**src/include/adc_fmt_pkg.sv**
```systemverilog
// Constants for the converter result formatting and reference select block
package adc_fmt_pkg;
    localparam logic [7:0] INPUT_REF_SEL_OFFSET = 8'h7C;
    localparam logic [7:0] RESULT_LOW_OFFSET = 8'h78;
    localparam logic [7:0] RESULT_HIGH_OFFSET = 8'h79;
    localparam logic [7:0] IRQ_STATUS_OFFSET = 8'h80;
    localparam logic [7:0] IRQ_ENABLE_OFFSET = 8'h81;
    localparam logic [7:0] IRQ_CLEAR_OFFSET = 8'h82;
    localparam logic [7:0] INPUT_REF_SEL_RESET = 8'h00;
    localparam int REF_SEL_MSB = 7;
    localparam int REF_SEL_LSB = 6;
    localparam int LEFT_ALIGN_BIT = 5;
    localparam int CHAN_SEL_MSB = 4;
    localparam int CHAN_SEL_LSB = 0;
    localparam int IRQ_DONE_BIT = 0;
    localparam int RESULT_W = 10;
    localparam logic [9:0] SE_CODE_MIN = 10'h000;
    localparam logic [9:0] SE_CODE_MAX = 10'h3FF;
    localparam logic [9:0] DIFF_CODE_MIN = 10'h200;
    localparam logic [9:0] DIFF_CODE_MAX = 10'h1FF;
    typedef enum logic [1:0] {
        REF_EXTERNAL_PIN = 2'b00,
        REF_ANALOG_SUPPLY = 2'b01,
        REF_INTERNAL_1V1 = 2'b10,
        REF_INTERNAL_2V56 = 2'b11
    } ref_sel_t;
endpackage : adc_fmt_pkg

```
**src/logic/adc_result_format.sv**
```systemverilog
// Result formatting, input/reference select register and done interrupt
`timescale 1ns/1ps
// Notes on behaviour
// - Single-ended results are unsigned 10-bit codes, 0x000 ground to 0x3FF.
// - Differential results are two's complement, 0x200 up to 0x1FF.
// - Top result bit is the sign in differential results.
// - Result bytes load the finished value as the done flag sets.
// - Reference field: external pin, analog supply, 1.1V, 2.56V.
// - Reference writes during a conversion apply only at its completion.
// - Alignment bit one left-justifies, zero right-justifies the result.
// - Alignment changes reformat the result bytes at once.
// - Select register: 8-bit RW at 0x7C, reset zero, fields 7:6,5,4:0.
// - Right: low=bits 7:0, high=9:8; left: high=9:2, low top=1:0.
// - Channel/gain writes during a conversion apply only at its completion.
// - Done flag sets on completion; clears by writing one or vector taken.
module adc_result_format
    import adc_fmt_pkg::*;
(
    input wire logic clk,
    input wire logic reset,
    input wire logic [7:0] addr,
    input wire logic [7:0] wdata,
    input wire logic wr_en,
    input wire logic rd_en,
    output logic [7:0] rdata,
    input wire logic conv_busy,
    input wire logic conv_done,
    input wire logic [RESULT_W-1:0] conv_value,
    input wire logic conv_differential,
    input wire logic int_vector_taken,
    output logic done_flag,
    output logic [1:0] active_ref_sel,
    output logic [4:0] active_chan_sel,
    output logic irq
);
    logic [7:0] sel_reg_q;
    logic [1:0] act_ref_q;
    logic [4:0] act_chan_q;
    logic [RESULT_W-1:0] result_q;
    logic done_q;
    logic irq_en_q;
    logic irq_q;
    logic [7:0] rdata_q;
    logic [7:0] res_low_d;
    logic [7:0] res_high_d;
    logic left_align;
    logic done_d;
    logic irq_en_d;

    // Result code is kept raw; both single-ended and differential codes are
    // stored as delivered, the converter supplies its native format
    function automatic logic [15:0] align_result(input logic [9:0] v, input logic left);
        if (left) begin
            align_result = {v[9:2], v[1:0], 6'h00};
        end else begin
            align_result = {6'h00, v[9:8], v[7:0]};
        end
    endfunction : align_result

    assign left_align = sel_reg_q[LEFT_ALIGN_BIT];

    // Formatting is combinational from the live align bit, not the latched one
    always_comb begin
        {res_high_d, res_low_d} = align_result(result_q, left_align);
    end

    // Select register, readable and writable at any time
    always_ff @(posedge clk) begin
        if (reset) begin
            sel_reg_q <= INPUT_REF_SEL_RESET;
        end else if (wr_en && addr == INPUT_REF_SEL_OFFSET) begin
            sel_reg_q <= wdata;
        end
    end

    // Settings seen by the analog side; frozen while a conversion runs
    always_ff @(posedge clk) begin
        if (reset) begin
            act_ref_q <= REF_EXTERNAL_PIN;
            act_chan_q <= 5'h00;
        end else if (!conv_busy || conv_done) begin
            act_ref_q <= sel_reg_q[REF_SEL_MSB:REF_SEL_LSB];
            act_chan_q <= sel_reg_q[CHAN_SEL_MSB:CHAN_SEL_LSB];
        end
    end

    // Raw code capture; sign of differential results is bit 9 unchanged
    always_ff @(posedge clk) begin
        if (reset) begin
            result_q <= SE_CODE_MIN;
        end else if (conv_done) begin
            result_q <= conv_value;
        end
    end

    // Done flag next value; set beats either clear so no completion is lost
    always_comb begin
        done_d = done_q;
        if (conv_done) begin
            done_d = 1'b1;
        end else if (int_vector_taken) begin
            done_d = 1'b0;
        end else if (wr_en && addr == IRQ_CLEAR_OFFSET && wdata[IRQ_DONE_BIT]) begin
            done_d = 1'b0;
        end
    end

    always_ff @(posedge clk) begin
        if (reset) begin
            done_q <= 1'b0;
        end else begin
            done_q <= done_d;
        end
    end

    always_comb begin
        irq_en_d = irq_en_q;
        if (wr_en && addr == IRQ_ENABLE_OFFSET) begin
            irq_en_d = wdata[IRQ_DONE_BIT];
        end
    end

    always_ff @(posedge clk) begin
        if (reset) begin
            irq_en_q <= 1'b0;
        end else begin
            irq_en_q <= irq_en_d;
        end
    end

    // Built from next values: a flip-flop output that still has no lag
    // behind the flag or the enable
    always_ff @(posedge clk) begin
        if (reset) begin
            irq_q <= 1'b0;
        end else begin
            irq_q <= done_d && irq_en_d;
        end
    end

    // Read port; unmapped addresses read zero
    always_ff @(posedge clk) begin
        if (reset) begin
            rdata_q <= 8'h00;
        end else if (rd_en) begin
            if (addr == INPUT_REF_SEL_OFFSET) begin
                rdata_q <= sel_reg_q;
            end else if (addr == RESULT_LOW_OFFSET) begin
                rdata_q <= res_low_d;
            end else if (addr == RESULT_HIGH_OFFSET) begin
                rdata_q <= res_high_d;
            end else if (addr == IRQ_STATUS_OFFSET) begin
                rdata_q <= {7'h00, done_q};
            end else if (addr == IRQ_ENABLE_OFFSET) begin
                rdata_q <= {7'h00, irq_en_q};
            end else begin
                rdata_q <= 8'h00;
            end
        end else begin
            rdata_q <= 8'h00;
        end
    end

    assign rdata = rdata_q;
    assign done_flag = done_q;
    assign active_ref_sel = act_ref_q;
    assign active_chan_sel = act_chan_q;
    assign irq = irq_q;
endmodule : adc_result_format

```
**config.mk**
```make
export PLATFORM = sky130hd
export DESIGN_NAME = adc_result_format
export DESIGN_NICKNAME = d
export VERILOG_FILES = /design/src/include/adc_fmt_pkg.sv /design/src/logic/adc_result_format.sv
export SDC_FILE = /design/constraint.sdc
export NUM_CORES = 1
export LEC_CHECK = 0
export ABC_AREA = 1
export BUFFER_PORTS_ARGS = -buffer_cell sky130_fd_sc_hd__buf_2
export CAP_MARGIN = 10
export CORE_MARGIN = 3
export CORE_UTILIZATION = 50
export CTS_BUF_LIST = sky130_fd_sc_hd__clkbuf_8
export DETAILED_ROUTE_END_ITERATION = 10
export GPL_TIMING_DRIVEN = 1
export PLACE_DENSITY_LB_ADDON = 0.12
export REMOVE_ABC_BUFFERS = 1
export SLEW_MARGIN = 25
export SYNTH_ARGS = -nofsm -noshare
export SYNTH_HDL_FRONTEND = slang
export SYNTH_SLANG_ARGS = --single-unit
```
**constraint.sdc**
```tcl
create_clock -name clk -period 1.3 [get_ports clk]
set_input_delay 0.195 -clock clk [delete_from_list [all_inputs] [get_ports clk]]
set_output_delay 0.195 -clock clk [all_outputs]
set_load 0.02 [all_outputs]
```
==> qor.csv, run 1 <==
metric,value,unit
maximum_number_of_pins_on_one_net_before_global_route_repair,27,
post-route-util,67.4,%
vias_per_cell,4.81,
antenna_found_initial,0,
netSwitchingPower,0.532,mW
status,"complete, no violations",
fraction_of_final_layout_cells_with_drive_strength_greater_than_1,27.9,%
gp_congestion,0.886,
worst-slew-pin-transition,260,ps
postLayoutCellArea,2090,sq um
detail_route.first_pass.iterations,4,
placementRows,20,
powerDensity,1010,nW/um^2
route.vias.total,1627,
power_report.internal_total,1.59,mW
fp.coreArea,3100,sq um
route.top_layer_used,met4,
report.final.hold_viol_count,0,
post-route-period-util,92.6,%
floorplan.die.height,63.5,um
static-leakage-power,1.12,nW
final-setup-viol-count,0,
fp.dieArea,4030,sq um
multiInputGateArea,796,sq um
max_cap_violations,0,
syn_area_per_cell,7.12,sq um
synth_cells,232,
wl_per_cell,11.2,um
clock_power_share,34.2,%
cts_inserted_buffers,5,
ys_seq_area_share,43.6,%
critical_path_class,flip-flop to flip-flop,
clockRootBuffer,clkbuf_8,
layout.area.seq,722,sq um
drt_drc_violations_left,0,
finalClockSkew,5.04,ps
clock_tree.htree_level_count,2,
placed_instance_count,330,
netlist_area,1650,sq um
clk_pin_slew,70,ps
max-vdd-ir-drop,0.000966,V
yosys.cell_types.count,25,
largest_fanout_of_any_net_on_the_critical_path,6,
clk_path_buf_depth,2,
met2RoutedLength,1800,um
power.combinational.fraction,11.3,%
grt_setup_unrepaired,false,
cts_hold_repair_buffers,0,
post-route-min-period,1200,ps
post_dp_cell_area,2000,sq um
initial_core_util,53.3,%
hpwlAfterDp,2850,um
port_buffers,49,
p_sw_share,25.1,%
worst-endpoint-arrival,1380,ps
fmax,830,MHz
number_of_fill_cells,311,
critical_path.startpoint_type,flip-flop,
first_pass_grt_wire_length,6580,um
fp.dieW,63.5,um
overflow,0,
drt-initial-drc-count,45,
hold-worst-slack,99.2,ps
number_of_antenna_repair_diodes,0,
final_nets,328,
clk_latency,280,ps
clock-sinks,36,
route.met3.wl,145,um
grt_util_all_layers,20.3,%
route.final.wire_length,3800,um
tritoncts,yes,
design.portCount,51,
crit_required,1480,ps
ys.warnings.count,0,
hp-class,input pin to flip-flop,
area.growth.synth_to_final,26.6,%
report.final.slew_viol_count,0,
end_kind,flip-flop,
met1_length,1810,um
finish.cell_count_without_fillers,338,
timing.max_slew.rel_slack,82.5,%
number_of_global_route_vias_before_repair,1551,
setup_total_negative_slack,0,ps
ant_nets,0,
p_seq_share,54.5,%
yosys_register_bits,36,
==> layout by cell type, fill, tap and decap left out, types with 2 or more instances in the layout <==
cell type	instances
nor2_1	58
buf_2	49
dfxtp_1	35
o21ai_0	34
nand2_1	28
inv_1	27
a21oi_1	12
buf_4	10
nand3_1	6
nand4_1	6
clkbuf_8	5
nor2_2	3
o21ai_1	3
inv_2	2
nand2_2	2
nor2_8	2
nand2_4	2
==> critical path, stage by stage (launching register included) <==
cell,delay [ps]
dfxtp_2,350
buf_4,160
or2_2,260
o21ai_0,60
o21ai_0,100
o21ai_1,120
inv_1,50
==> Yosys cell counts (all sizes together) <==
cell     count  area, sq um
o2111ai      1         8.76
or2          1         6.26
dfxtp       36          721
clkbuf       2         7.51
nor3         1         16.3
clkinv       1         3.75
nand3b       2         27.5
nand4        6         37.5
o21ai       37          185
buf          2         11.3
nand3        6         30.0
nand2       32          140
inv         29          114
nor2        63          277
a21oi       12         60.1
o211ai       1         7.51
==> power groups by stage <==
| stage | logic [mW] | registers, mW | clock network, mW |
|---|---|---|---|
| 2_1_floorplan | 0.114 | 1.19 | 0 |
| 3_3_place_gp | 0.237 | 1.18 | 0 |
| 3_5_place_dp | 0.240 | 1.18 | 0 |
| 4_1_cts | 0.241 | 1.15 | 0.739 |
| 5_1_grt | 0.270 | 1.16 | 0.790 |
| 6_report | 0.240 | 1.16 | 0.725 |
==> what timing repair did <==
item / 4_1_cts / 5_1_grt
resized for setup: 0 / 2
setup buffers: 0 / 1
endpoints found under the setup margin: 0 / 5
hold endpoints to repair: 0 / 0
==> routing by layer <==
metal	up-vias	track usage (%)
li1	867	-
met2	27	34.2
met4	0	6.47
met3	5	4.81
met1	728	25.3
met5	-	0
==> path summary, 6_finish.rpt <==
| path | start | end | slack (ps) | depth (start not counted) |
|---|---|---|---|---|
| hold / removal | reset | irq_en_q$_SDFF_PP0_ | 100 | 2 |
| setup / recovery | sel_reg_q[5]$_SDFFE_PP0P_ | rdata[1]$_SDFF_PP0_ | 100 | 6 |
| hold reg to reg | result_q[6]$_SDFFE_PP0P_ | rdata[4]$_SDFF_PP0_ | 480 | 2 |
| setup reg to reg | sel_reg_q[5]$_SDFFE_PP0P_ | rdata[1]$_SDFF_PP0_ | 100 | 6 |
==> cell type report <==
| type | instances | share of cell area, % |
|---|---|---|
| flip-flops and latches | 36 | 34.5 |
| multi-input cells | 162 | 38.0 |
| clock buffers | 5 | 3.29 |
| repair buffers | 59 | 15.3 |
| clock inverters | 2 | 0.419 |
| inverters | 30 | 5.80 |
| well taps | 44 | 2.63 |
==> state kept, by name, summed over array words and instances, names as in the netlist <==
signal,cells
irq_en_q,1
active_ref_sel,2
done_flag,1
active_chan_sel,5
rdata,8
irq,1
sel_reg_q,8
result_q,10
==> metrics by stage <==
stage               setup WS, ps  total power, mW
floorplan                    152             1.30
global route                25.2             2.22
global placement            18.5             1.42
CTS                         72.7             2.13
detailed placement         -12.7             1.42
finish                      95.8             2.12
==> logic make-up after synthesis <==
group | share of synthesized area [%]
AND/OR/NAND/NOR | 32.3
buffers and inverters | 8.25
flip-flops | 43.6
AO/OA/AOI/OAI | 15.8
Note: power is estimated with default switching activity, not from simulation.
==> run 2: changes to the inputs <==
- ABC_AREA: 1 -> not set
- CORE_MARGIN: 3 -> not set
==> run 2 against run 1 <==
- clock-buffer cell count up 2
- register-to-register slack barely moved
- area after synthesis rose by 1.8%
- die area is 11% lower
- global-route usage rose by 3.5 points
- clock skew decreased by 3.0 ps
- flip-flop and latch count stayed put
- critical path depth fell by 2
- combinational power decreased by 8.7%
- core utilization is 0.82 points lower
- final area shrank 0.42%
- synthesized cell count decreased by 25%
- critical endpoint is now rdata[2]$_SDFF_PP0_
- largest power group unchanged
==> qor.csv, run 2 <==
metric,value,unit,change
worst-r2r-setup-slack,90,ps,about the same
first_pass_grt_wire_length,6110,um,-7.0%
tritoncts,yes,,
layout.area.seq,722,sq um,unchanged
number_of_fill_cells,270,,-13%
synthXorXnorAreaFrac,0,%,unchanged
post_synth_mux_area_share,13.2,%,+13 points
post-route-min-period,1210,ps,+2.39 ps
drt-initial-drc-count,66,,+47%
cts_inserted_buffers,5,,unchanged
powerDensity,1170,nW/um^2,+15%
crit_required,1480,ps,about the same
clk_latency,290,ps,about the same
clock_tree.htree_level_count,2,,unchanged
fraction_of_final_layout_cells_with_drive_strength_greater_than_1,38.8,%,+11 points
area.growth.synth_to_final,23.8,%,
synthTopCellsByCount,"36 x dfxtp_1, 29 x nor2_1, 20 x mux2i_1",,
final_nets,260,,-21%
maximum_number_of_pins_on_one_net_before_global_route_repair,29,,+7.4%
yosys.cell_types.count,40,,+60%
final-setup-viol-count,0,,unchanged
grt_util_all_layers,23.7,%,+3.5 points
synth_top_family_by_area,simple AND/OR/NAND/NOR gates,,
timing.max_slew.rel_slack,68.7,%,-14 points
gp_congestion,0.825,,-6.9%
compound_cell_area_share_of_the_yosys_netlist,13.2,%,-2.7 points
critical_path_class,flip-flop to flip-flop,,
port_buffers,49,,unchanged
fp.dieW,60.0,um,-5.5%
status,"complete, no violations",,
synth_cells,175,,-25%
antenna_found_initial,0,,unchanged
report.final.slew_viol_count,0,,unchanged
syn_area_per_cell,9.62,sq um,+35%
critical_path.startpoint_type,flip-flop,,
end_kind,flip-flop,,
setup_total_negative_slack,0,ps,unchanged
finish.cell_count_without_fillers,271,,-20%
synth_area_leader_cell,dfxtp_1,,
yosys.area_share.adder,0,%,unchanged
initial_core_util,53.8,%,+0.53 points
route.final.wire_length,3780,um,-0.32%
wl_per_cell,14.0,um,+24%
ys_seq_area_share,42.8,%,-0.78 points
layout_commonest_cell,buf_2,,
netlist_area,1680,sq um,+1.8%
fin_total_pwr,2.43,mW,+15%
cp_peak_stage_delay,380,ps,+30 ps
fp.coreArea,3130,sq um,+0.81%
ant_nets,0,,unchanged
largest_fanout_of_any_net_on_the_critical_path,9,,+3
cts_hold_repair_buffers,0,,unchanged
synth.most_common_cell,dfxtp_1,,
fmax,829,MHz,-0.20%
max_cap_violations,0,,unchanged
hpwlAfterDp,2750,um,-3.7%
largest-register,result_q,,
finalClockSkew,2.00,ps,-3.04 ps
report.final.hold_viol_count,0,,unchanged
clockRootBuffer,clkbuf_8,,
clk_path_buf_depth,2,,unchanged
post-synth-top-area-fraction,42.8,%,-0.78 points
drt_drc_violations_left,0,,unchanged
synthArstFlopShare,0,%,unchanged
post-route-util,66.6,%,-0.82 points
vias_per_cell,5.23,,+8.6%
ys.warnings.count,0,,unchanged
synth_flop_cell,dfxtp_1,,
grt_setup_unrepaired,false,,
floorplan.die.height,60.0,um,-5.5%
placementRows,20,,unchanged
max-vdd-ir-drop,0.000863,V,-11%
multiInputGateArea,863,sq um,+8.5%
route.vias.total,1417,,-13%
yosys_register_bits,36,,unchanged
hp-class,input pin to flip-flop,,
overflow,0,,unchanged
static-leakage-power,0.967,nW,-14%
commonest_non_fill_non_tap_cells_in_the_layout,"49 x buf_2, 35 x dfxtp_1, 29 x nor2_1",,
synth-edff-count,0,,unchanged
clock-sinks,36,,unchanged
clk_pin_slew,70,ps,about the same
post-route-period-util,92.8,%,+0.18 points
synth_simple_gate_area_share,24.8,%,-7.5 points
worst-slew-pin-transition,469,ps,+209 ps
worst-endpoint-arrival,1390,ps,about the same
path_cells,"and2_2, a22o_1, a22oi_1, nor2_1",,
number_of_global_route_vias_before_repair,1372,,-12%
fp.dieArea,3600,sq um,-11%
netlist_top_cells_area,"dfxtp_1 43%, mux2i_1 12%, nor2_1 6.5%",,
design.portCount,51,,unchanged
timing.critical_path.slowest_stage_cell,dfxtp_2,,
largest_reg_flops,10,,unchanged
detail_route.first_pass.iterations,4,,unchanged
number_of_antenna_repair_diodes,0,,unchanged
placed_instance_count,263,,-20%
-- run 2: area by class of cell --
class,instances,share of cell area (%)
flip-flops and latches,36,34.7
well taps,44,2.64
clock buffers,7,4.62
inverters,3,0.541
multi-input cells,123,41.4
clock inverters,1,1.44
repair buffers,57,14.7
-- run 2: worst paths after layout --
check | startpoint | to | cells after the start
max | sel_reg_q[5]$_SDFFE_PP0P_ | rdata[2]$_SDFF_PP0_ | 4
min | conv_value[5] | result_q[5]$_SDFFE_PP0P_ | 3
max reg2reg | sel_reg_q[5]$_SDFFE_PP0P_ | rdata[2]$_SDFF_PP0_ | 4
min reg2reg | sel_reg_q[3]$_SDFFE_PP0P_ | sel_reg_q[3]$_SDFFE_PP0P_ | 2
-- run 2: kinds of logic after synthesis --
group                  count (synthesis)
muxes                                 22
DFF                                   36
and+or+nand+nor                       73
buffers and inverters                 16
AOI/OAI and AO/OA                     28
-- run 2: worst max-delay path: cells and delay by family, from the launching register on --
kind,cells,cell delay [ps]
flip-flops,1,380
AO/OA/AOI/OAI,2,440
AND/OR/NAND/NOR,2,290
-- run 2: report_power, final --
| group | switching, mW | internal, mW | leakage, nW |
|---|---|---|---|
| sequential | 0.0179 | 1.12 | 0.293 |
| clock | 0.392 | 0.676 | 0.0645 |
| combinational | 0.116 | 0.102 | 0.609 |
-- run 2: repair_timing --
action | in CTS | in global routing
buffers inserted | 0 | 0
resized for setup | 1 | 1
setup endpoints to repair | 1 | 1
-- run 2: through the flow --
| stage | setup slack, ps | area, sq um | hold slack [ps] |
|---|---|---|---|
| 6_report | 93.4 | 2080 | 139 |
| 3_5_place_dp | -17.6 | 1950 | 438 |
| 2_1_floorplan | 144 | 1590 | 257 |
| 5_1_grt | 23.2 | 2080 | 139 |
| 4_1_cts | 82.4 | 2080 | 139 |
| 3_3_place_gp | 17.1 | 1950 | 429 |
-- run 2: layer usage --
layer  up-vias  track usage, %  share of wire [%]
li1        715               -                  -
met1       647            28.2                 45
met2        47            40.6                 48
met3         8            6.71                5.0
met4         0            8.31                2.0
met5         -               0                  0
==> run 3: changes to the inputs <==
- PLACE_DENSITY: not set -> 0.9
- PLACE_DENSITY_LB_ADDON: 0.12 -> not set
==> run 3 against run 2 <==
- die area stayed put
- via count is the same
- clock power hardly changed
- combinational power about the same
- hold slack lost 8.9 ps
- largest power group unchanged
- sequential power hardly changed
- fmax fell by 1.0%
==> qor.csv, run 3 (synthesized netlist as in run 2, its figures left out) <==
metric,value,unit,change
status,"complete, no violations",,
floorplan.die.height,60.0,um,unchanged
post_cts_resized,1,,unchanged
netSwitchingPower,0.524,mW,-0.44%
max-vdd-ir-drop,0.000811,V,-6.0%
finalClockSkew,7.65,ps,+5.65 ps
ant_nets,0,,unchanged
grt_setup_unrepaired,false,,
critical_path.startpoint_type,flip-flop,,
postLayoutCellArea,2080,sq um,about the same
final_nets,260,,unchanged
clk_pin_slew,70,ps,about the same
gp_congestion,0.871,,+5.6%
route.final.wire_length,3660,um,-3.3%
cts_post_setup_buffers_inserted,0,,unchanged
hp-class,input pin to flip-flop,,
post-route-util,66.6,%,about the same
report.final.slew_viol_count,0,,unchanged
post_dp_cell_area,1950,sq um,unchanged
power_report.internal_total,1.90,mW,about the same
hpwlAfterDp,2730,um,-0.71%
met2RoutedLength,1740,um,-4.3%
area.growth.synth_to_final,23.7,%,about the same
p_sw_share,21.6,%,-0.069 points
grt_util_all_layers,23.6,%,-0.14 points
largest_fanout_of_any_net_on_the_critical_path,9,,unchanged
drt-initial-drc-count,47,,-29%
route.met3.wl,140,um,-26%
powerDensity,1170,nW/um^2,about the same
number_of_global_route_vias_before_repair,1326,,-3.4%
post-route-min-period,1220,ps,+12.2 ps
vias_per_cell,5.23,,unchanged
worst-endpoint-arrival,1460,ps,+70 ps
end_kind,flip-flop,,
met1_length,1660,um,-2.5%
route.vias.total,1417,,unchanged
clock_tree.htree_level_count,2,,unchanged
report.final.hold_viol_count,0,,unchanged
placementRows,20,,unchanged
maximum_number_of_pins_on_one_net_before_global_route_repair,29,,unchanged
cts_inserted_buffers,5,,unchanged
fin_total_pwr,2.43,mW,-0.12%
setup.worst_path.start,sel_reg_q[5]$_SDFFE_PP0P_,,
p_seq_share,47.1,%,about the same
design.portCount,51,,unchanged
initial_core_util,53.8,%,unchanged
fraction_of_final_layout_cells_with_drive_strength_greater_than_1,38.3,%,-0.44 points
clockRootBuffer,clkbuf_8,,
fp.dieArea,3600,sq um,unchanged
largest_reg_flops,10,,unchanged
worst-slew-pin-transition,464,ps,-4.94 ps
port_buffers,49,,unchanged
clock-sinks,36,,unchanged
clk_latency,300,ps,about the same
final-setup-viol-count,0,,unchanged
clock_power_share,43.9,%,about the same
commonest_non_fill_non_tap_cells_in_the_layout,"49 x buf_2, 35 x dfxtp_1, 29 x nor2_1",,
antenna_found_initial,0,,unchanged
number_of_fill_cells,255,,-5.6%
clk_path_buf_depth,2,,unchanged
crit_required,1540,ps,+60 ps
static-leakage-power,0.966,nW,about the same
max_cap_violations,0,,unchanged
drt_drc_violations_left,0,,unchanged
cts_hold_repair_buffers,0,,unchanged
wl_per_cell,13.5,um,-3.3%
worst_r2r_startpoint,sel_reg_q[5]$_SDFFE_PP0P_,,
fp.coreArea,3130,sq um,unchanged
largest-register,result_q,,
route.top_layer_used,met4,,
overflow,0,,unchanged
layout_commonest_cell,buf_2,,
timing.max_slew.rel_slack,69.1,%,+0.33 points
fmax,820,MHz,-1.0%
fp.dieW,60.0,um,unchanged
detail_route.first_pass.iterations,4,,unchanged
tritoncts,yes,,
first_pass_grt_wire_length,5940,um,-2.8%
critical_path_class,flip-flop to flip-flop,,
post-route-period-util,93.8,%,+0.94 points
start_point_of_the_worst_hold_path,wdata[1],,
number_of_antenna_repair_diodes,0,,unchanged
power.combinational.fraction,9.0,%,about the same
-- run 3: changes by cell type in the layout (fill, tap and decap cells not counted) --
cell / delta
and2_1: +1
and2_2: -1
-- run 3: final cells by class --
type,instances,area [sq um],area share (%)
inverters,3,11.3,0.541
repair buffers,57,305,14.7
clock buffers,7,96.3,4.63
clock inverters,1,30.0,1.44
multi-input cells,123,862,41.4
flip-flops and latches,36,722,34.7
well taps,44,55.1,2.64
-- run 3: per-stage QoR --
step	TNS [ps]	cells	hold slack (ps)	worst slack [ps]
2_1_floorplan	0	162	257	144
3_3_place_gp	-9.65	263	428	-9.65
3_5_place_dp	-4.38	263	440	-4.38
4_1_cts	0	271	126	89.7
5_1_grt	0	271	132	9.74
6_report	0	271	130	81.1
-- run 3: power by group through the flow --
stage	Combinational, mW	Clock (mW)	Sequential [mW]
after floorplan	0.0894	0	1.16
after detailed placement	0.217	0	1.17
after global routing	0.238	1.13	1.14
after global placement	0.212	0	1.16
final	0.218	1.07	1.14
after CTS	0.219	1.09	1.14
-- run 3: worst paths after layout --
kind	endpoint	slack, ps	cells after the start
hold / removal	sel_reg_q[1]$_SDFFE_PP0P_	130	3
setup / recovery	rdata[0]$_SDFF_PP0_	80	4
hold reg to reg	active_chan_sel[1]$_SDFFE_PP0P_	490	2
setup reg to reg	rdata[0]$_SDFF_PP0_	80	4
-- run 3: critical path, stage by stage, from the launching register on --
cell	delay [ps]
dfxtp_2	420
and2_1	270
a2bb2oi_1	120
a221oi_2	210
o21a_1	140
-- run 3: per-layer routing --
layer | track usage, % | vias to the layer above
li1 | - | 718
met2 | 37.5 | 37
met5 | 0 | -
met4 | 14.6 | 0
met3 | 5.84 | 10
met1 | 28.4 | 652
